## config.mk

```make
export PLATFORM = sky130hd
export DESIGN_NAME = flu_device_flat
export DESIGN_NICKNAME = d
export VERILOG_FILES = /design/src/hdl/flu_pkg.sv /design/src/hdl/flu_link_if.sv /design/src/hdl/flu_device.sv /design/src/hdl/flu_fifo.sv /design/src/flat_wrapper.sv
export VERILOG_INCLUDE_DIRS = /design/src /design/src/hdl
export SDC_FILE = /design/constraint.sdc
export NUM_CORES = 1
export LEC_CHECK = 0
export BUFFER_PORTS_ARGS = -buffer_cell sky130_fd_sc_hd__buf_2
export CAP_MARGIN = 15
export CORE_MARGIN = 1.5
export CORE_UTILIZATION = 28
export CTS_CLUSTER_DIAMETER = 80
export DETAILED_ROUTE_END_ITERATION = 6
export PLACE_DENSITY = 0.43
export SYNTH_ARGS = -nofsm -noshare
export SYNTH_HDL_FRONTEND = slang
export SYNTH_SLANG_ARGS = --single-unit
```

## constraint.sdc

```tcl
create_clock -name ref_clk_in -period 6.8 [get_ports ref_clk_in]
set_clock_uncertainty 0.05 [all_clocks]
set_input_delay 0.34 -clock ref_clk_in [delete_from_list [all_inputs] [get_ports ref_clk_in]]
set_output_delay 0.34 -clock ref_clk_in [all_outputs]
set_load 0.1 [all_outputs]
```

## src/hdl/flu_regs.svh

```systemverilog
`ifndef FLU_REGS_SVH
`define FLU_REGS_SVH
// ==========================================
// Command codes
`define FLU_CMD_MODE   8'he1
`define FLU_CMD_STAT   8'he5
`define FLU_CMD_XFER   8'he7
`define FLU_CMD_PROD   8'he8
`define FLU_CMD_DONE   8'he9
`define FLU_CMD_EXIT   8'hea
`define FLU_CMD_LOG    8'hf0
// ==========================================
// Status byte fields and values
`define FLU_ST_ERASED  0
`define FLU_ST_CRC     1
`define FLU_ST_SEQ     2
`define FLU_ST_ADDR    3
`define FLU_ST_DOWN    6
`define FLU_ST_BOOT    7
`define FLU_ST_RESET   8'h80
`define FLU_ST_GOOD    8'h80
`define FLU_ST_APP     8'h00
// ==========================================
// Response layout
`define FLU_PROD_LEN   8'h0b
`define FLU_XFER_LEN   12'h003
`define FLU_PROD_RLEN  12'h00c
`define FLU_LOG_RLEN   12'h802
`define FLU_LOG_LEN_LO 8'h00
`define FLU_LOG_LEN_HI 8'h08
`define FLU_REC_NUM    5
`define FLU_BKT_ROW    6'h05
`define FLU_SLOT_COL   5'h10
// ==========================================
// Check value and PEC
`define FLU_CRC16_INIT 16'hffff
`define FLU_CRC16_POLY 16'h1021
`define FLU_PEC_POLY   8'h07
// ==========================================
// Target characters and timing
`define FLU_TGT_P      8'h70
`define FLU_TGT_S      8'h73
`define FLU_TGT_I      8'h69
`define FLU_CLK_HZ     20000000
`define FLU_TICK_MS    1
`define FLU_SEQ_WAIT_MS 150
`define FLU_CHK_WAIT_MS 1000
`define FLU_LOG_WAIT_MS 100
`endif

```

## src/hdl/flu_pkg.sv

```systemverilog
`include "flu_regs.svh"
package flu_pkg;
	// ==========================================
	// Host states and phases
	typedef enum logic [2:0] {
		H_IDLE = 3'b000,
		H_NEXT = 3'b001,
		H_SEND = 3'b010,
		H_WAIT = 3'b011,
		H_READ = 3'b100,
		H_EVAL = 3'b101
	} flu_hstate_t;
	typedef enum logic [2:0] {
		P_PKT   = 3'b000,
		P_SEQRD = 3'b001,
		P_DONE  = 3'b010,
		P_STAT  = 3'b011,
		P_EXIT  = 3'b100,
		P_MODE  = 3'b101,
		P_LOG   = 3'b110
	} flu_phase_t;
	// ==========================================
	// One byte step of the PEC (CRC-8)
	function automatic logic [7:0] flu_pec(input logic [7:0] c,
		input logic [7:0] d);
		logic [7:0] r;
		r = c ^ d;
		for (int i = 0; i < 8; i++) begin
			r = r[7] ? ((r << 1) ^ `FLU_PEC_POLY) : (r << 1);
		end
		return r;
	endfunction
	// One byte step of the image check value (CRC-16)
	function automatic logic [15:0] flu_crc16(input logic [15:0] c,
		input logic [7:0] d);
		logic [15:0] r;
		r = c ^ {d, 8'h00};
		for (int i = 0; i < 8; i++) begin
			r = r[15] ? ((r << 1) ^ `FLU_CRC16_POLY) : (r << 1);
		end
		return r;
	endfunction
endpackage

```

## src/hdl/flu_link_if.sv

```systemverilog
`timescale 1ns/10ps
`default_nettype none
interface flu_link_if;
	// ==========================================
	// Write phase bytes, read request, read bytes
	logic       h2d_valid;
	logic [7:0] h2d_data;
	logic       h2d_last;
	logic       h2d_ready;
	logic       rd_req;
	logic       d2h_valid;
	logic [7:0] d2h_data;
	logic       d2h_last;
	logic       d2h_ready;
	modport dev (input h2d_valid, h2d_data, h2d_last, rd_req,
		d2h_ready, output h2d_ready, d2h_valid, d2h_data, d2h_last);
	modport host (output h2d_valid, h2d_data, h2d_last, rd_req,
		d2h_ready, input h2d_ready, d2h_valid, d2h_data, d2h_last);
endinterface
`default_nettype wire

```

## src/hdl/flu_device.sv

```systemverilog
`timescale 1ns/10ps
`default_nettype none
`include "flu_regs.svh"
module flu_device
	import flu_pkg::*;
#(
	parameter int          TICK_CYC = `FLU_CLK_HZ / 1000 * `FLU_TICK_MS,
	parameter logic [15:0] MAX_PKTS = 16'h1000,
	// Product code value is arbitrary
	parameter logic [87:0] PROD_CODE = 88'h0a_09_08_07_06_05_04_03_02_01_00,
	parameter int          FIFO_DEPTH = 8
)(
	input  wire logic        ref_clk_in,     // 20 MHz clock
	input  wire logic        rst_n_in,       // Async reset
	flu_link_if.dev          link,           // Link to host
	input  wire logic        trig_in,        // Recorder trigger
	input  wire logic [7:0]  snap_status_in, // Status to record
	input  wire logic [7:0]  snap_alarm_in,  // Alarms to record
	input  wire logic [15:0] meas_in,        // Measurement
	input  wire logic [1:0]  load_in,        // Load range
	input  wire logic        sec_ok_in,      // Secondary data ok
	input  wire logic        downstream_in,  // Manages downstream
	output logic             app_run_out,    // Application runs
	output logic [7:0]       status_out      // Status byte
);
	// ==========================================
	// Incoming bytes through the FIFO
	logic        f_valid;
	logic [8:0]  f_word;
	logic        resp_act;
	wire logic   f_ready = !resp_act;
	flu_fifo #(.WIDTH(9), .DEPTH(FIFO_DEPTH)) u_fifo (
		.clk_in       (ref_clk_in),
		.rst_n_in     (rst_n_in),
		.in_valid_in  (link.h2d_valid),
		.in_data_in   ({link.h2d_last, link.h2d_data}),
		.in_ready_out (link.h2d_ready),
		.out_valid_out(f_valid),
		.out_data_out (f_word),
		.out_ready_in (f_ready)
	);
	// ==========================================
	// Command decode
	logic [2:0]  widx;
	logic [7:0]  cmd;
	logic [7:0]  seq_lo_rx;
	logic [15:0] seq;
	logic [7:0]  st;
	logic [15:0] crc;
	logic [7:0]  d_old;
	logic [7:0]  d_new;
	logic [1:0]  icnt;
	logic        vld;
	logic        app;
	wire logic   take = f_valid && f_ready;
	wire logic [7:0] fd = f_word[7:0];
	wire logic   fl = f_word[8];
	wire logic [15:0] rx_seq = {fd, seq_lo_rx};
	wire logic   seq_hdr = take && widx == 3'd3 && cmd == `FLU_CMD_XFER;
	wire logic   seq_rst = seq_hdr && rx_seq == 16'h0000;
	wire logic   seq_bad = seq_hdr && rx_seq != seq && !seq_rst;
	wire logic   addr_bad = seq_hdr && rx_seq >= MAX_PKTS;
	wire logic   img_b = take && widx == 3'd4 && cmd == `FLU_CMD_XFER;
	wire logic   pkt_end = img_b && fl;
	wire logic   cmd_end = take && fl && widx != 3'd0;
	wire logic   done_ev = cmd_end && cmd == `FLU_CMD_DONE;
	wire logic   exit_ev = cmd_end && cmd == `FLU_CMD_EXIT;
	wire logic   crc_ok = icnt == 2'd2 && crc == {d_old, d_new};
	wire logic   no_err = st[`FLU_ST_ADDR:`FLU_ST_ERASED] == 4'h0;
	assign status_out = st;
	assign app_run_out = app;
	// Byte position within the write phase, saturating at data
	always_ff @(posedge ref_clk_in or negedge rst_n_in) begin
		if (!rst_n_in) begin
			widx <= 3'd0;
			cmd <= 8'h00;
			seq_lo_rx <= 8'h00;
		end else if (take) begin
			widx <= fl ? 3'd0 : (widx == 3'd4 ? widx : widx + 3'd1);
			if (widx == 3'd0) cmd <= fd;
			if (widx == 3'd2) seq_lo_rx <= fd;
		end
	end
	// Packet count: count zero restarts the whole download
	always_ff @(posedge ref_clk_in or negedge rst_n_in) begin
		if (!rst_n_in) seq <= 16'h0000;
		else if (seq_rst) seq <= 16'h0000;
		else if (pkt_end) seq <= seq + 16'h0001;
	end
	// Running CRC-16 lags two bytes so the trailer stays out
	always_ff @(posedge ref_clk_in or negedge rst_n_in) begin
		if (!rst_n_in) begin
			crc <= `FLU_CRC16_INIT;
			icnt <= 2'd0;
			d_old <= 8'h00;
			d_new <= 8'h00;
		end else if (seq_rst) begin
			crc <= `FLU_CRC16_INIT;
			icnt <= 2'd0;
		end else if (img_b) begin
			if (icnt == 2'd2) crc <= flu_crc16(crc, d_old);
			else icnt <= icnt + 2'd1;
			d_old <= d_new;
			d_new <= fd;
		end
	end
	// Status flags; a set always beats a clear
	always_ff @(posedge ref_clk_in or negedge rst_n_in) begin
		if (!rst_n_in) begin
			st <= `FLU_ST_RESET;
			vld <= 1'b0;
			app <= 1'b0;
		end else begin
			if (seq_rst) st[`FLU_ST_ERASED] <= 1'b1;
			else if (done_ev && crc_ok) st[`FLU_ST_ERASED] <= 1'b0;
			if (done_ev && !crc_ok) st[`FLU_ST_CRC] <= 1'b1;
			else if (seq_rst || done_ev) st[`FLU_ST_CRC] <= 1'b0;
			if (seq_bad) st[`FLU_ST_SEQ] <= 1'b1;
			else if (seq_rst) st[`FLU_ST_SEQ] <= 1'b0;
			if (addr_bad) st[`FLU_ST_ADDR] <= 1'b1;
			else if (seq_rst) st[`FLU_ST_ADDR] <= 1'b0;
			st[5:4] <= 2'b00;
			st[`FLU_ST_DOWN] <= downstream_in;
			st[`FLU_ST_BOOT] <= !app;
			if (seq_rst) vld <= 1'b0;
			else if (done_ev) vld <= crc_ok;
			if (exit_ev && vld && no_err) app <= 1'b1;
		end
	end
	// ==========================================
	// Recorder, time base and usage buckets
	logic [31:0] tcnt;
	logic        ms_tick;
	logic [31:0] stamp;
	logic [2:0]  wslot;
	logic [1:0]  load_q;
	logic [63:0] rec [0:`FLU_REC_NUM-1];
	logic [15:0] ucnt [0:3];
	logic [15:0] udur [0:3];
	// Millisecond enable drives timestamps and durations
	always_ff @(posedge ref_clk_in or negedge rst_n_in) begin
		if (!rst_n_in) begin
			tcnt <= 32'h0;
			ms_tick <= 1'b0;
			stamp <= 32'h0;
		end else begin
			ms_tick <= tcnt == 32'(TICK_CYC - 1);
			tcnt <= (tcnt == 32'(TICK_CYC - 1)) ? 32'h0 : tcnt + 32'h1;
			if (ms_tick) stamp <= stamp + 32'h1;
		end
	end
	// Flops stand in for the nonvolatile store; reset clears it
	always_ff @(posedge ref_clk_in or negedge rst_n_in) begin
		if (!rst_n_in) begin
			for (int i = 0; i < `FLU_REC_NUM; i++) rec[i] <= 64'h0;
			wslot <= 3'd0;
		end else if (trig_in) begin
			rec[wslot] <= {stamp, meas_in, snap_alarm_in,
				snap_status_in};
			wslot <= (wslot == 3'(`FLU_REC_NUM - 1)) ? 3'd0
				: wslot + 3'd1;
		end
	end
	always_ff @(posedge ref_clk_in or negedge rst_n_in) begin
		if (!rst_n_in) load_q <= 2'd0;
		else load_q <= load_in;
	end
	// Entries counted on change of range, time in milliseconds
	for (genvar b = 0; b < 4; b++) begin : g_bkt
		wire logic here = load_in == 2'(b);
		always_ff @(posedge ref_clk_in or negedge rst_n_in) begin
			if (!rst_n_in) begin
				ucnt[b] <= 16'h0;
				udur[b] <= 16'h0;
			end else begin
				if (here && load_q != 2'(b))
					ucnt[b] <= ucnt[b] + 16'h1;
				if (here && ms_tick) udur[b] <= udur[b] + 16'h1;
			end
		end
	end
	// ==========================================
	// Response builder
	logic [11:0] ridx;
	logic [7:0]  pec;
	logic        log_ok;
	logic        served;
	logic        dv;
	logic [7:0]  dd;
	logic        dl;
	wire logic [10:0] la = 11'(ridx - 12'd2);
	wire logic [5:0]  row = la[10:5];
	wire logic [4:0]  col = la[4:0];
	wire logic [63:0] rrec = rec[row[2:0]];
	wire logic [63:0] rsh = rrec >> {col[2:0], 3'b000};
	wire logic [15:0] bw = col[3] ? udur[col[2:1]] : ucnt[col[2:1]];
	wire logic [7:0]  bkt_b = (col[4] == 1'b0) ? (col[0] ? bw[15:8]
		: bw[7:0]) : (col == `FLU_SLOT_COL) ? {5'h00, wslot} : 8'h00;
	wire logic [7:0]  arr_b = (row < 6'(`FLU_REC_NUM)) ? (col[4:3] == 2'b00
		? rsh[7:0] : 8'h00) : (row == `FLU_BKT_ROW) ? bkt_b : 8'h00;
	wire logic [7:0]  log_b = !log_ok ? 8'h00 : (ridx == 12'd0)
		? `FLU_LOG_LEN_LO : (ridx == 12'd1) ? `FLU_LOG_LEN_HI : arr_b;
	wire logic [87:0] psh = PROD_CODE >> {ridx[3:0] - 4'd1, 3'b000};
	wire logic [7:0]  prod_b = (ridx == 12'd0) ? `FLU_PROD_LEN : psh[7:0];
	wire logic [7:0]  xfer_b = (ridx == 12'd0) ? seq[7:0]
		: (ridx == 12'd1) ? seq[15:8] : st;
	wire logic [7:0]  body = (cmd == `FLU_CMD_XFER) ? xfer_b
		: (cmd == `FLU_CMD_STAT) ? st
		: (cmd == `FLU_CMD_MODE) ? (app ? `FLU_ST_APP : st)
		: (cmd == `FLU_CMD_PROD) ? prod_b
		: (cmd == `FLU_CMD_LOG) ? log_b : 8'h00;
	wire logic [11:0] rlen = (cmd == `FLU_CMD_XFER) ? `FLU_XFER_LEN
		: (cmd == `FLU_CMD_STAT || cmd == `FLU_CMD_MODE) ? 12'd1
		: (cmd == `FLU_CMD_PROD) ? `FLU_PROD_RLEN
		: (cmd == `FLU_CMD_LOG) ? (log_ok ? `FLU_LOG_RLEN : 12'd1)
		: 12'd0;
	wire logic   start = link.rd_req && !resp_act && !served && !f_valid;
	wire logic   hs = dv && link.d2h_ready;
	assign link.d2h_valid = dv;
	assign link.d2h_data = dd;
	assign link.d2h_last = dl;
	// One byte in flight at a time; the PEC always closes it
	always_ff @(posedge ref_clk_in or negedge rst_n_in) begin
		if (!rst_n_in) begin
			resp_act <= 1'b0;
			served <= 1'b0;
			log_ok <= 1'b0;
			ridx <= 12'd0;
			pec <= 8'h00;
			dv <= 1'b0;
			dd <= 8'h00;
			dl <= 1'b0;
		end else begin
			if (!link.rd_req) served <= 1'b0;
			if (start) begin
				resp_act <= 1'b1;
				log_ok <= sec_ok_in;
				ridx <= 12'd0;
				pec <= 8'h00;
			end else if (resp_act && !dv && !dl) begin
				dv <= 1'b1;
				dl <= ridx == rlen;
				dd <= (ridx == rlen) ? pec : body;
				pec <= flu_pec(pec, body);
				ridx <= ridx + 12'd1;
			end else if (hs) begin
				dv <= 1'b0;
			end else if (resp_act && !dv && dl) begin
				dl <= 1'b0;
				resp_act <= 1'b0;
				served <= 1'b1;
			end
		end
	end
endmodule
`default_nettype wire

```

## src/hdl/flu_fifo.sv

```systemverilog
`timescale 1ns/10ps
`default_nettype none
module flu_fifo #(
	parameter int WIDTH = 8,
	parameter int DEPTH = 8
)(
	input  wire logic             clk_in,        // Clock
	input  wire logic             rst_n_in,      // Async reset
	input  wire logic             in_valid_in,   // Write valid
	input  wire logic [WIDTH-1:0] in_data_in,    // Write word
	output logic                  in_ready_out,  // Not full
	output logic                  out_valid_out, // Not empty
	output logic      [WIDTH-1:0] out_data_out,  // Head word
	input  wire logic             out_ready_in   // Pop
);
	localparam int AW = $clog2(DEPTH);
	logic [WIDTH-1:0] mem [0:DEPTH-1];
	logic [AW-1:0]    wp;
	logic [AW-1:0]    rp;
	logic [AW:0]      cnt;
	wire logic        push = in_valid_in && in_ready_out;
	wire logic        pop = out_valid_out && out_ready_in;
	wire logic [AW:0] next_cnt = cnt + {{AW{1'b0}}, push}
		- {{AW{1'b0}}, pop};
	// Depth must be a power of two so the pointers wrap freely
	assign out_data_out = mem[rp];
	always_ff @(posedge clk_in) begin
		if (push) mem[wp] <= in_data_in;
	end
	// Flags are registered so in_ready_out and out_valid_out come from flip-flops
	always_ff @(posedge clk_in or negedge rst_n_in) begin
		if (!rst_n_in) begin
			wp <= '0;
			rp <= '0;
			cnt <= '0;
			in_ready_out <= 1'b1;
			out_valid_out <= 1'b0;
		end else begin
			if (push) wp <= wp + 1'b1;
			if (pop) rp <= rp + 1'b1;
			cnt <= next_cnt;
			in_ready_out <= next_cnt != (AW+1)'(DEPTH);
			out_valid_out <= next_cnt != '0;
		end
	end
endmodule
`default_nettype wire

```

## src/flat_wrapper.sv

```systemverilog
// flat-port wrapper written by rule: the top's interface ports become plain ports
module flu_device_flat import flu_pkg::*;
#(
	parameter int          TICK_CYC = `FLU_CLK_HZ / 1000 * `FLU_TICK_MS,
	parameter logic [15:0] MAX_PKTS = 16'h1000,
	                                  
	parameter logic [87:0] PROD_CODE = 88'h0a_09_08_07_06_05_04_03_02_01_00,
	parameter int          FIFO_DEPTH = 8
)
  (ref_clk_in, rst_n_in, trig_in, snap_status_in, snap_alarm_in, meas_in, load_in, sec_ok_in, downstream_in, app_run_out, status_out, link_h2d_valid, link_h2d_data, link_h2d_last, link_rd_req, link_d2h_ready, link_h2d_ready, link_d2h_valid, link_d2h_data, link_d2h_last);
  flu_link_if link_i ();
  input  wire logic ref_clk_in;
  input  wire logic rst_n_in;
  input  wire logic trig_in;
  input  wire logic [7:0] snap_status_in;
  input  wire logic [7:0] snap_alarm_in;
  input  wire logic [15:0] meas_in;
  input  wire logic [1:0] load_in;
  input  wire logic sec_ok_in;
  input  wire logic downstream_in;
  output logic app_run_out;
  output logic [7:0] status_out;
  input wire logic [$bits(link_i.h2d_valid)-1:0] link_h2d_valid;
  input wire logic [$bits(link_i.h2d_data)-1:0] link_h2d_data;
  input wire logic [$bits(link_i.h2d_last)-1:0] link_h2d_last;
  input wire logic [$bits(link_i.rd_req)-1:0] link_rd_req;
  input wire logic [$bits(link_i.d2h_ready)-1:0] link_d2h_ready;
  output wire logic [$bits(link_i.h2d_ready)-1:0] link_h2d_ready;
  output wire logic [$bits(link_i.d2h_valid)-1:0] link_d2h_valid;
  output wire logic [$bits(link_i.d2h_data)-1:0] link_d2h_data;
  output wire logic [$bits(link_i.d2h_last)-1:0] link_d2h_last;
  assign link_i.h2d_valid = link_h2d_valid;
  assign link_i.h2d_data = link_h2d_data;
  assign link_i.h2d_last = link_h2d_last;
  assign link_i.rd_req = link_rd_req;
  assign link_i.d2h_ready = link_d2h_ready;
  assign link_h2d_ready = link_i.h2d_ready;
  assign link_d2h_valid = link_i.d2h_valid;
  assign link_d2h_data = link_i.d2h_data;
  assign link_d2h_last = link_i.d2h_last;
  flu_device #(.TICK_CYC(TICK_CYC), .MAX_PKTS(MAX_PKTS), .PROD_CODE(PROD_CODE), .FIFO_DEPTH(FIFO_DEPTH)) u_core (.ref_clk_in(ref_clk_in), .rst_n_in(rst_n_in), .link(link_i), .trig_in(trig_in), .snap_status_in(snap_status_in), .snap_alarm_in(snap_alarm_in), .meas_in(meas_in), .load_in(load_in), .sec_ok_in(sec_ok_in), .downstream_in(downstream_in), .app_run_out(app_run_out), .status_out(status_out));
endmodule
```

* Word level (Yosys, flattened, before mapping)
Memories as Yosys holds them, arrays and structs flattened.
Index checks and enable logic that the tools add are counted.
W data, S select, Z words.
** Word-level totals
- Register bits after elaboration :: 640
- Bits in writable memories :: 72
- Bits of input ports :: 51
- Logic and storage cells :: 299
- Memories :: 1
** Cells by class
- $add $sub $neg :: 21
- $lt $le $gt $ge :: 6
- Equality and inequality tests :: 31
- Shifts and indexed selects :: 2
- Multiplexer cells :: 92
- Bitwise gates (word level) :: 23
- Reduce and logical (&&, ||, !) cells :: 77
** Memories
- u_core.u_fifo.mem :: words 8, bits a word 9, rd ports 1, clocked after Yosys merged registers in 0, write ports 1, line flu_fifo.sv:17 : logic [WIDTH-1:0] mem [0:DEPTH-1];
** Operators by type and width (number)
- $bwmux W320 :: 1
- $bmux W64 S3 :: 1
- $demux W64 S3 :: 1
- $mux W64 :: 3
- $mux W16 :: 10
- $mux W8 :: 20
- $add A16 B1 Y16 const B :: 9
- $mux W13 :: 8
- $mux W12 :: 7
- $shr A84 B7 Y8 const A :: 1
- $add A32 B1 Y32 const B :: 2
- $bmux W16 S2 :: 2
- $shr A64 B6 Y8 :: 1
- $eq A8 B8 Y1 const B :: 7
- $not A3 Y3 :: 16
- $logic_and A1 B1 Y1 :: 36
- $mux W3 :: 12
- $eq A32 B15 Y1 const B :: 1
- $mux W32 :: 1
- $reduce_bool A2 Y1 :: 13
- $mux W1 :: 23
- $eq A16 B16 Y1 :: 1
- $ge A16 B13 Y1 const B :: 1
- $logic_not A16 Y1 :: 1
- 39 further kinds :: 74

* Depth between registers and ports, before layout
Gate-level depths: netlist (run 1).
- Depth after elaboration :: 37
- Depth in mapped cells :: 20

* Hierarchy
Synthesis (run 1) repeated with hierarchy kept, for this count alone.
** Unflattened totals
- Cells, all modules :: 2940
- Area total of the unflattened synthesis :: 34840.9 µm²
** By module, submodules not included
- flu_device :: times used 1, cells each 2776, area each 31432.6 µm², sequential area each 15736.3 µm²
- flu_fifo :: times used 1, cells each 164, area each 3408.3 µm², sequential area each 2463.6 µm²

* Worst setup path after synthesis (run 1)
OpenSTA, ideal clock, no wires.
- Path kind :: reg2reg
- From :: register u_core.ridx[1]
- To :: register u_core.pec[4]
- Setup time :: 0.120 ns
- Arrival time :: 4.724 ns
- Required time :: 6.630 ns
- Setup slack :: 1.907 ns
- Cell stages (with the launch flop) :: 20
- Buffers on the path :: 6
- Period minus slack after synthesis :: 4.893 ns
- Cells stage by stage :: dfrtp_1 -> buf_2 -> buf_2 -> inv_1 -> clkbuf_1 -> ha_1 -> buf_4 -> nor3b_4 -> xor2_2 -> buf_6 -> buf_2 -> mux4_2 -> mux2i_1 -> o221ai_1 -> a31oi_1 -> o21ai_0 -> xor3_2 -> xor2_1 -> o31ai_1 -> a31o_1
** On the way
- Word-level cells in the longest chain between the ends :: 26
- Elaborated cells between the ends (all ways) :: 47
- Classes of those cells :: 2 x add/sub; 1 x order compare; 3 x eq/ne; 2 x shift; 32 x mux; 5 x bitwise; 2 x reduce/logical
** Ends and longest elaborated chain
- start, declared :: line flu_device.sv:184 : logic [11:0] ridx;
- start signal, assigned :: line flu_device.sv:245 : ridx <= ridx + 12'd1;
- parallel branches: the longest is 17 deep, another holds $sub A11 B2 Y11
- $mux W8 * :: line flu_device.sv:207 : wire logic [7:0] body = (cmd == `FLU_CMD_XFER) ? xfer_b
- $xor A8 B8 Y8 * :: line flu_pkg.sv:27 : r = c ^ d;
- $mux W3 :: line flu_pkg.sv:29 : r = r[7] ? ((r << 1) ^ `FLU_PEC_POLY) : (r << 1);
- $not A3 Y3 (no source line)
- $mux W3 :: line flu_pkg.sv:29
- $not A3 Y3 (no source line)
- $mux W3 * :: line flu_pkg.sv:29
- $mux W8 * :: line flu_device.sv:240 : end else if (resp_act && !dv && !dl) begin
- $mux W8 * :: line flu_device.sv:235 : if (start) begin
- end signal, assigned :: line flu_device.sv:244 : pec <= flu_pec(pec, body);
- end, declared :: line flu_device.sv:185 : logic [7:0] pec;
Mark *: on every way between the ends. The select of a mux whose other input is x is not followed.
A chain may end at the register's enable or synchronous reset.

* Final worst setup path (run 1)
- From :: register u_core.ridx[4]
- To :: register u_core.pec[2]
** On the way
- Word-level cells in the longest chain between the ends :: 24
- Elaborated cells between the ends (all ways) :: 40
- Classes of those cells :: 1 x add/sub; 1 x order compare; 3 x eq/ne; 1 x shift; 26 x mux; 6 x bitwise; 2 x reduce/logical
** Ends and longest elaborated chain
- $sub A11 B2 Y11 :: line flu_device.sv:191 : wire logic [10:0] la = 11'(ridx - 12'd2);
- $not A3 Y4 (not written as such) :: line flu_device.sv:194 : wire logic [63:0] rrec = rec[row[2:0]];
- $bmux W64 S3 :: line flu_device.sv:194
- $mux W64 (not written as such) (2 in a row) :: line flu_device.sv:194
- $shr A64 B6 Y8 :: line flu_device.sv:195 : wire logic [63:0] rsh = rrec >> {col[2:0], 3'b000};
- $mux W8 :: line flu_device.sv:200 : ? rsh[7:0] : 8'h00) : (row == `FLU_BKT_ROW) ? bkt_b : 8'h00;
- $mux W8 :: line flu_device.sv:199 : wire logic [7:0] arr_b = (row < 6'(`FLU_REC_NUM)) ? (col[4:3] == 2'b00
- $mux W8 :: line flu_device.sv:202 : ? `FLU_LOG_LEN_LO : (ridx == 12'd1) ? `FLU_LOG_LEN_HI : arr_b;
- [... 7 more ...]
- $xor A8 B8 Y8 * :: line flu_pkg.sv:27
- $mux W3 / $not A3 Y3 (equally long branches)
- $not A3 Y3 (no source line) / $mux W3 (equally long branches)
- $mux W3 / $not A3 Y3 (equally long branches)
- $not A3 Y3 (no source line) / $mux W3 (equally long branches)
- $mux W3 * :: line flu_pkg.sv:29
- $mux W8 * :: line flu_device.sv:240
- $mux W8 * :: line flu_device.sv:235
Every way passes the cells marked *; elsewhere a longest branch is shown, timed or not. The select of a mux whose other input is x is not followed.

==> results.sh, run 1 <==
export IMPL_status="complete, no violations"
export IMPL_grt_use_total_pct=15.1
export IMPL_yosysSeqAreaShare_pct=53.1
export IMPL_root_buffer="clkbuf_16"
export IMPL_relSlewSlack_pct=24.2
export IMPL_drive_gt1_share_pct=25.3
export IMPL_drtPass1Iterations=7
export IMPL_power_frac_clock_pct=29.9
export IMPL_cts_buffers=87
export IMPL_place_gp_congestion=0.824
export IMPL_p_int_mw=10.4
export IMPL_fp_dieH_um=353
export IMPL_rr_worst_depth=12
export IMPL_insertion_delay_ns=0.66
export IMPL_worst_ep_required_time_ns=7.27
export IMPL_multi_input_area_sq_um=15400
export IMPL_whs_endpoint="u_core.rec[263]"
export IMPL_regArea_sq_um=18200
export IMPL_wl_per_cell_um=20.6
export IMPL_initial_core_util_pct=28.2
export IMPL_switching_share_pct=35.1
export IMPL_async_flop_share_pct=89.9
export IMPL_synth_top_area_share_pct=45.4
export IMPL_num_vias=22267
export IMPL_grt_pass1_wl_mm=147
export IMPL_synthFlopType="dfrtp_1"
export IMPL_coreArea_sq_um=122000
export IMPL_syn_to_final_growth_pct=16.5
export IMPL_cp_max_fo=41
export IMPL_post_drt_via_cell_ratio=4.90
export IMPL_antenna_found_initial=3
export IMPL_cts_tree="done"
export IMPL_place_area_sq_um=36500
export IMPL_wirelength_mm=93.7
export IMPL_synth_area_leaders="dfrtp_1, mux2_2, edfxtp_1"
export IMPL_worstMarginPinSlew_ns=1.13
export IMPL_layout_nets=2938
export IMPL_finalSetupViolCount=0
export IMPL_cp_slowest_cell="or3_1"
export IMPL_clk_path_buf_depth=3
export IMPL_p_sw_mw=5.61
export IMPL_diodes=0
export IMPL_cts_max_level=3
export IMPL_peakVddDrop_v=0.000223
export IMPL_worstSetupEndpointType="flop"
export IMPL_p_leak_nw=16.9
export IMPL_rsz0062_at_grt="false"
export IMPL_crit_reg2reg_launch="u_core.ridx[4]"
export IMPL_min_path_cells=2
export IMPL_cts_sinks=712
export IMPL_drt_initial_drc_count=1416
export IMPL_postLayoutCellArea_sq_um=39900
export IMPL_overflow=0
export IMPL_grt_max_degree=160
export IMPL_crit_path_frequent_cell="or3_1"
export IMPL_fin_setup_tns_ns=0
export IMPL_nFillCells=12039
export IMPL_fp_row_count=128
export IMPL_grt_pass1_vias=23435
export IMPL_ioPinCount=71
export IMPL_critPathMaxStageDelay_ns=0.71
export IMPL_fmax_mhz=180
export IMPL_cap_violations=0
export IMPL_drcViolationCount=0
export IMPL_ff2ff_setup_slack_ns=1.23
export IMPL_clkSlewWorstSetupHoldPaths_ns=0.06
export IMPL_powerDensity_nw_per_um2=400
export IMPL_synth_edf_count=72
export IMPL_yosys_register_bits=712
export IMPL_hold_path_class="input port to flop"
export IMPL_hold_viol=0
export IMPL_dp_hpwl_mm=63.4
export IMPL_slew_violations=0
export IMPL_ys_types=90
export IMPL_yosys_warnings=0
export IMPL_postSynthAreaPerCell_sq_um=12.5
export IMPL_yosysTopAreaCell="dfrtp_1"
export IMPL_power_share_combinational_pct=33.9
export IMPL_worstSetupStartpointType="flop"
export IMPL_syn_instance_count=2741
export IMPL_drtAntennaViolNets=0
export IMPL_critPathKind="flop to flop"
export IMPL_finalCritPeriodShare_pct=81.9
export IMPL_io_buffers=68
export IMPL_period_minus_slack_ns=5.57
export IMPL_dieWidth_um=353
export IMPL_cts_resized=0
export IMPL_cp_arrival_ns=6.04
export IMPL_syn_cell_area_sq_um=34300
export IMPL_cp_cell_sequence="or3_1 -> or3_1 -> nand2_4 -> mux4_1 -> and2_1 -> o31ai_1 -> a311oi_2 -> xnor3_1 -> xor2_1 -> xor3_1 -> xnor2_1 -> o21ai_1"
export IMPL_dieArea_sq_um=125000
export IMPL_r2r_end="u_core.pec[2]"
export IMPL_min_from="snap_status_in[7]"
export IMPL_sequentialPowerShare_pct=36.1
export IMPL_post_cts_setup_buffers=0
-- power groups by stage --
stage	registers (mW)	clock network [mW]	logic [mW]
2_1_floorplan	5.59	0	3.88
3_3_place_gp	5.82	0	5.36
3_5_place_dp	5.84	0	5.45
4_1_cts	5.77	4.93	5.50
5_1_grt	5.89	5.11	5.86
6_report	5.78	4.78	5.42
-- worst max path at each step --
stage	startpoint	endpoint	slack, ns	depth (start not counted)
3_5_place_dp	u_core.ridx[4]	u_core.pec[2]	1.20	12
5_1_grt	u_core.ridx[4]	u_core.pec[2]	0.91	12
2_1_floorplan	u_core.ridx[1]	u_core.pec[4]	1.91	19
6_report	u_core.ridx[4]	u_core.pec[2]	1.23	12
4_1_cts	u_core.ridx[4]	u_core.pec[2]	1.20	12
3_3_place_gp	u_core.ridx[4]	u_core.pec[2]	1.37	12
-- placed cells by master (no fill, tap or decap), drive strengths merged, types with 18 or more instances in the layout --
cell	synthesis	routed
mux2i	77	77
o211ai	19	19
nand2b	25	25
nor2	158	158
and3	37	37
dfrtp	622	622
edfxtp	72	72
nand2	210	210
o21ai	84	84
ha	33	33
a21oi	55	55
inv	31	33
mux4	97	97
nand4	61	61
xnor2	184	184
dlygate4sd3	0	49
clkbuf	94	129
buf	46	112
xor2	92	92
nand3	121	121
nor3	33	33
mux2	347	347
dfstp	18	18
-- cell type report --
| class | count | share of cell area, % |
|---|---|---|
| Timing Repair Buffer | 162 | 3.08 |
| Tap cell | 1625 | 5.09 |
| Clock buffer | 128 | 6.32 |
| Clock inverter | 29 | 1.08 |
| Multi-Input combinational cell | 1858 | 38.5 |
| Sequential cell | 712 | 45.6 |
| Inverter | 32 | 0.301 |
-- registers in the layout, indices dropped and copies added (netlist names), 4 cells and up --
signal and count:
u_core.rec 320, u_core.u_fifo.mem 72, u_core.ucnt 64, u_core.udur 64, u_core.stamp 32, u_core.tcnt 32, u_core.crc 16, u_core.seq 16
u_core.ridx 12, u_core.cmd 8, u_core.d_new 8, u_core.d_old 8, u_core.link.d2h_data 8, u_core.pec 8, u_core.seq_lo_rx 8, u_core.status_out 6
u_core.u_fifo.cnt 4
-- per-stage QoR --
| step | utilization, % | total power, mW | worst slack (ns) | cells | hold slack, ns |
|---|---|---|---|---|---|
| floorplan | - | 9.48 | 1.91 | 2742 | -0.00559 |
| global placement | 30.0 | 11.2 | 1.37 | 4338 | 0.398 |
| detailed placement | 30.0 | 11.3 | 1.20 | 4338 | 0.400 |
| CTS | 32.8 | 16.2 | 1.20 | 4544 | 0.00123 |
| global route | 32.8 | 16.9 | 0.912 | 4546 | 0.0193 |
| finish | 32.8 | 16.0 | 1.23 | 4546 | 0.0447 |
-- critical path: cells and delay by family (launching register included) --
family           cells  cell delay, ns
AND/OR/NAND/NOR      4            2.22
AO/OA/AOI/OAI        3            0.92
multiplexers         1            0.41
flip-flops           1            0.58
XOR/XNOR             4            1.24
-- cell usage after synthesis, types with 16 or more instances --
| cell | count |
|---|---|
| a21oi_1 | 55 |
| and3_1 | 37 |
| buf_2 | 16 |
| clkbuf_1 | 93 |
| dfrtp_1 | 622 |
| dfstp_2 | 18 |
| edfxtp_1 | 72 |
| ha_1 | 33 |
| inv_1 | 31 |
| mux2_2 | 347 |
| mux2i_1 | 77 |
| mux4_2 | 93 |
| nand2_1 | 209 |
| nand2b_1 | 25 |
| nand3_1 | 121 |
| nand4_1 | 61 |
| nor2_1 | 158 |
| nor3_1 | 32 |
| o211ai_1 | 19 |
| o21ai_0 | 78 |
| xnor2_1 | 184 |
| xor2_1 | 90 |
-- cells by family (layout without fill, tap and decap cells) --
group	Yosys count	after routing	synth area share (%)
AO/OA/AOI/OAI	283	283	5.46
XOR/XNOR	280	280	7.37
adder cells (fa/ha/maj)	34	34	1.26
AND/OR/NAND/NOR	738	738	10.5
other	1	2	0.0109
buffers and inverters	172	351	2.21
flip-flops	712	712	53.1
multiplexers	521	521	20.1
-- metal layers --
metal	GRT usage, %	vias to the layer above	routed length, um
met5	0	-	0
met2	25.2	335	45600
met1	20.7	11642	43500
met4	3.71	0	1890
li1	-	10169	-
met3	2.11	121	2710
-- repair_timing --
item	CTS	global route
endpoints found under the setup margin	0	0
hold buffers	49	0
endpoints found under the hold margin	336	0
No activity file was read; power rests on OpenSTA's default activity.
==> run 2: changes to the inputs <==
==> constraint.sdc (replaced) <==
create_clock -name ref_clk_in -period 5.2 [get_ports ref_clk_in]
set_clock_uncertainty 0.05 [all_clocks]
set_input_delay 0.26 -clock ref_clk_in [delete_from_list [all_inputs] [get_ports ref_clk_in]]
set_output_delay 0.26 -clock ref_clk_in [all_outputs]
set_load 0.1 [all_outputs]
==> results.sh, run 2 (synthesis gave the netlist of run 1 again) <==
export IMPL_r2r_end="u_core.pec[2]"
export IMPL_clkSlewWorstSetupHoldPaths_ns=0.07
export IMPL_layout_nets=2978
export IMPL_cp_arrival_ns=5.31
export IMPL_fmax_mhz=207
export IMPL_p_leak_nw=17.1
export IMPL_relSlewSlack_pct=24.5
export IMPL_slew_violations=0
export IMPL_final_common_cell="dfrtp_1"
export IMPL_dieWidth_um=353
export IMPL_root_buffer="clkbuf_16"
export IMPL_worst_ep_required_time_ns=5.68
export IMPL_nFillCells=12008
export IMPL_cap_violations=0
export IMPL_initial_core_util_pct=28.2
export IMPL_antenna_found_initial=1
export IMPL_drtPass1Iterations=5
export IMPL_worstSetupEndpointType="flop"
export IMPL_fin_setup_tns_ns=0
export IMPL_syn_to_final_growth_pct=17.1
export IMPL_critPathKind="flop to flop"
export IMPL_finalCritPeriodShare_pct=92.9
export IMPL_reg_top3="u_core.rec x320, u_core.u_fifo.mem x72"
export IMPL_period_minus_slack_ns=4.83
export IMPL_coreArea_sq_um=122000
export IMPL_regMostFlops="u_core.rec"
export IMPL_hold_path_class="input port to async pin"
export IMPL_grt_use_total_pct=15.2
export IMPL_layout_setup_ws_ns=0.368
export IMPL_finalSetupViolCount=0
export IMPL_grt_max_degree=184
export IMPL_num_vias=22489
export IMPL_dp_cells=4379
export IMPL_cp_max_fo=11
export IMPL_clk_path_buf_depth=3
export IMPL_layout_common_cells="dfrtp_1, mux2_2, nand2_1, xnor2_1, nor2_1"
export IMPL_insertion_delay_ns=0.65
export IMPL_cts_buffers=86
export IMPL_peakVddDrop_v=0.000295
export IMPL_drcViolationCount=0
export IMPL_cts_max_level=3
export IMPL_drt_initial_drc_count=1355
export IMPL_io_buffers=68
export IMPL_crit_reg2reg_launch="u_core.ridx[1]"
export IMPL_grt_pass1_wl_mm=148
export IMPL_dp_hpwl_mm=65.0
export IMPL_fp_row_count=128
export IMPL_multi_input_area_sq_um=15400
export IMPL_drtAntennaViolNets=0
export IMPL_worstMarginPinSlew_ns=1.13
export IMPL_final_util_pct=33.0
export IMPL_crit_start="u_core.ridx[1]"
export IMPL_endpoint="u_core.pec[2]"
export IMPL_fp_dieH_um=353
export IMPL_dp_slack_ns=0.463
export IMPL_regArea_sq_um=18200
export IMPL_dieArea_sq_um=125000
export IMPL_final_cells=4590
export IMPL_rr_worst_depth=16
export IMPL_cts_sinks=712
export IMPL_wirelength_mm=94.3
export IMPL_powerDensity_nw_per_um2=521
export IMPL_overflow=0
export IMPL_cts_tree="done"
export IMPL_place_gp_congestion=0.866
export IMPL_status="complete, no violations"
export IMPL_post_drt_via_cell_ratio=4.90
export IMPL_rsz0062_at_grt="false"
export IMPL_wl_per_cell_um=20.5
export IMPL_hold_viol=0
export IMPL_power_mw=20.9
export IMPL_largest_reg_flops=320
export IMPL_ioPinCount=71
export IMPL_grt_pass1_vias=23658
export IMPL_worstSetupStartpointType="flop"
export IMPL_ff2ff_setup_slack_ns=0.37
export IMPL_drive_gt1_share_pct=26.5
-- run 2: changes by cell type in the layout (fill, tap and decap cells not counted), moves of 4 or more --
cell	delta
buf_4	+40
clkinv_2	+10
clkbuf_8	-5
inv_6	+5
bufinv_16	-4
clkbuf_1	-4
-- run 2: where the power goes --
part | switching [mW] | total [mW] | internal, mW
registers | 0.853 | 7.51 | 6.66
clock network | 2.46 | 6.04 | 3.58
logic | 4.12 | 7.39 | 3.27
total | 7.43 | 20.9 | 13.5
-- run 2: layout make-up --
type	count	share of cell area (%)
flip-flops and latches	712	45.3
diodes	1	0.00623
clock inverters	40	1.07
repair buffers	203	3.87
clock buffers	119	6.03
inverters	32	0.299
multi-input cells	1858	38.3
well taps	1625	5.06
-- run 2: stage by stage --
step / instance area, sq um / hold slack, ns
after floorplan: 34300 / -0.0856
after global placement: 36800 / 0.231
after detailed placement: 36800 / 0.235
after CTS: 40100 / 0.139
after global routing: 40200 / 0.173
final: 40200 / 0.148
-- run 2: what timing repair did --
action / 4_1_cts / 5_1_grt
endpoints found under the hold margin: 305 / 0
hold buffers: 50 / 0
resized for setup: 0 / 0
setup buffers: 0 / 0
-- run 2: per-layer routing --
layer / GRT usage, % / share of wire, % / wire [um]
met1: 20.8 / 47 / 44000
met2: 25.0 / 47 / 44700
met3: 2.22 / 3.3 / 3080
met4: 4.37 / 2.6 / 2500
met5: 0 / 0 / 0
-- run 2: worst min path at each step --
stage,startpoint,endpoint,slack (ns),cells after the start
2_1_floorplan,rst_n_in,u_core.app_run_out,-0.09,0
6_report,rst_n_in,u_core.load_q[1],0.15,2
3_3_place_gp,rst_n_in,u_core.load_q[1],0.23,1
3_5_place_dp,rst_n_in,u_core.load_q[1],0.24,1
4_1_cts,rst_n_in,u_core.wslot[1],0.14,2
5_1_grt,rst_n_in,u_core.load_q[1],0.17,2
-- run 2: worst max-delay path, stage by stage (launching register included) --
cell and delay [ns]:
dfrtp_4 0.49, inv_1 0.09, ha_2 0.32, nor3b_4 0.25, buf_4 0.18, xor2_4 0.31, buf_4 0.27, mux4_1 0.56
and2_1 0.18, o31ai_1 0.43, buf_4 0.20, a311oi_2 0.11, xnor3_1 0.45, xor2_1 0.27, xor3_1 0.31, xnor2_1 0.16
o21ai_1 0.07
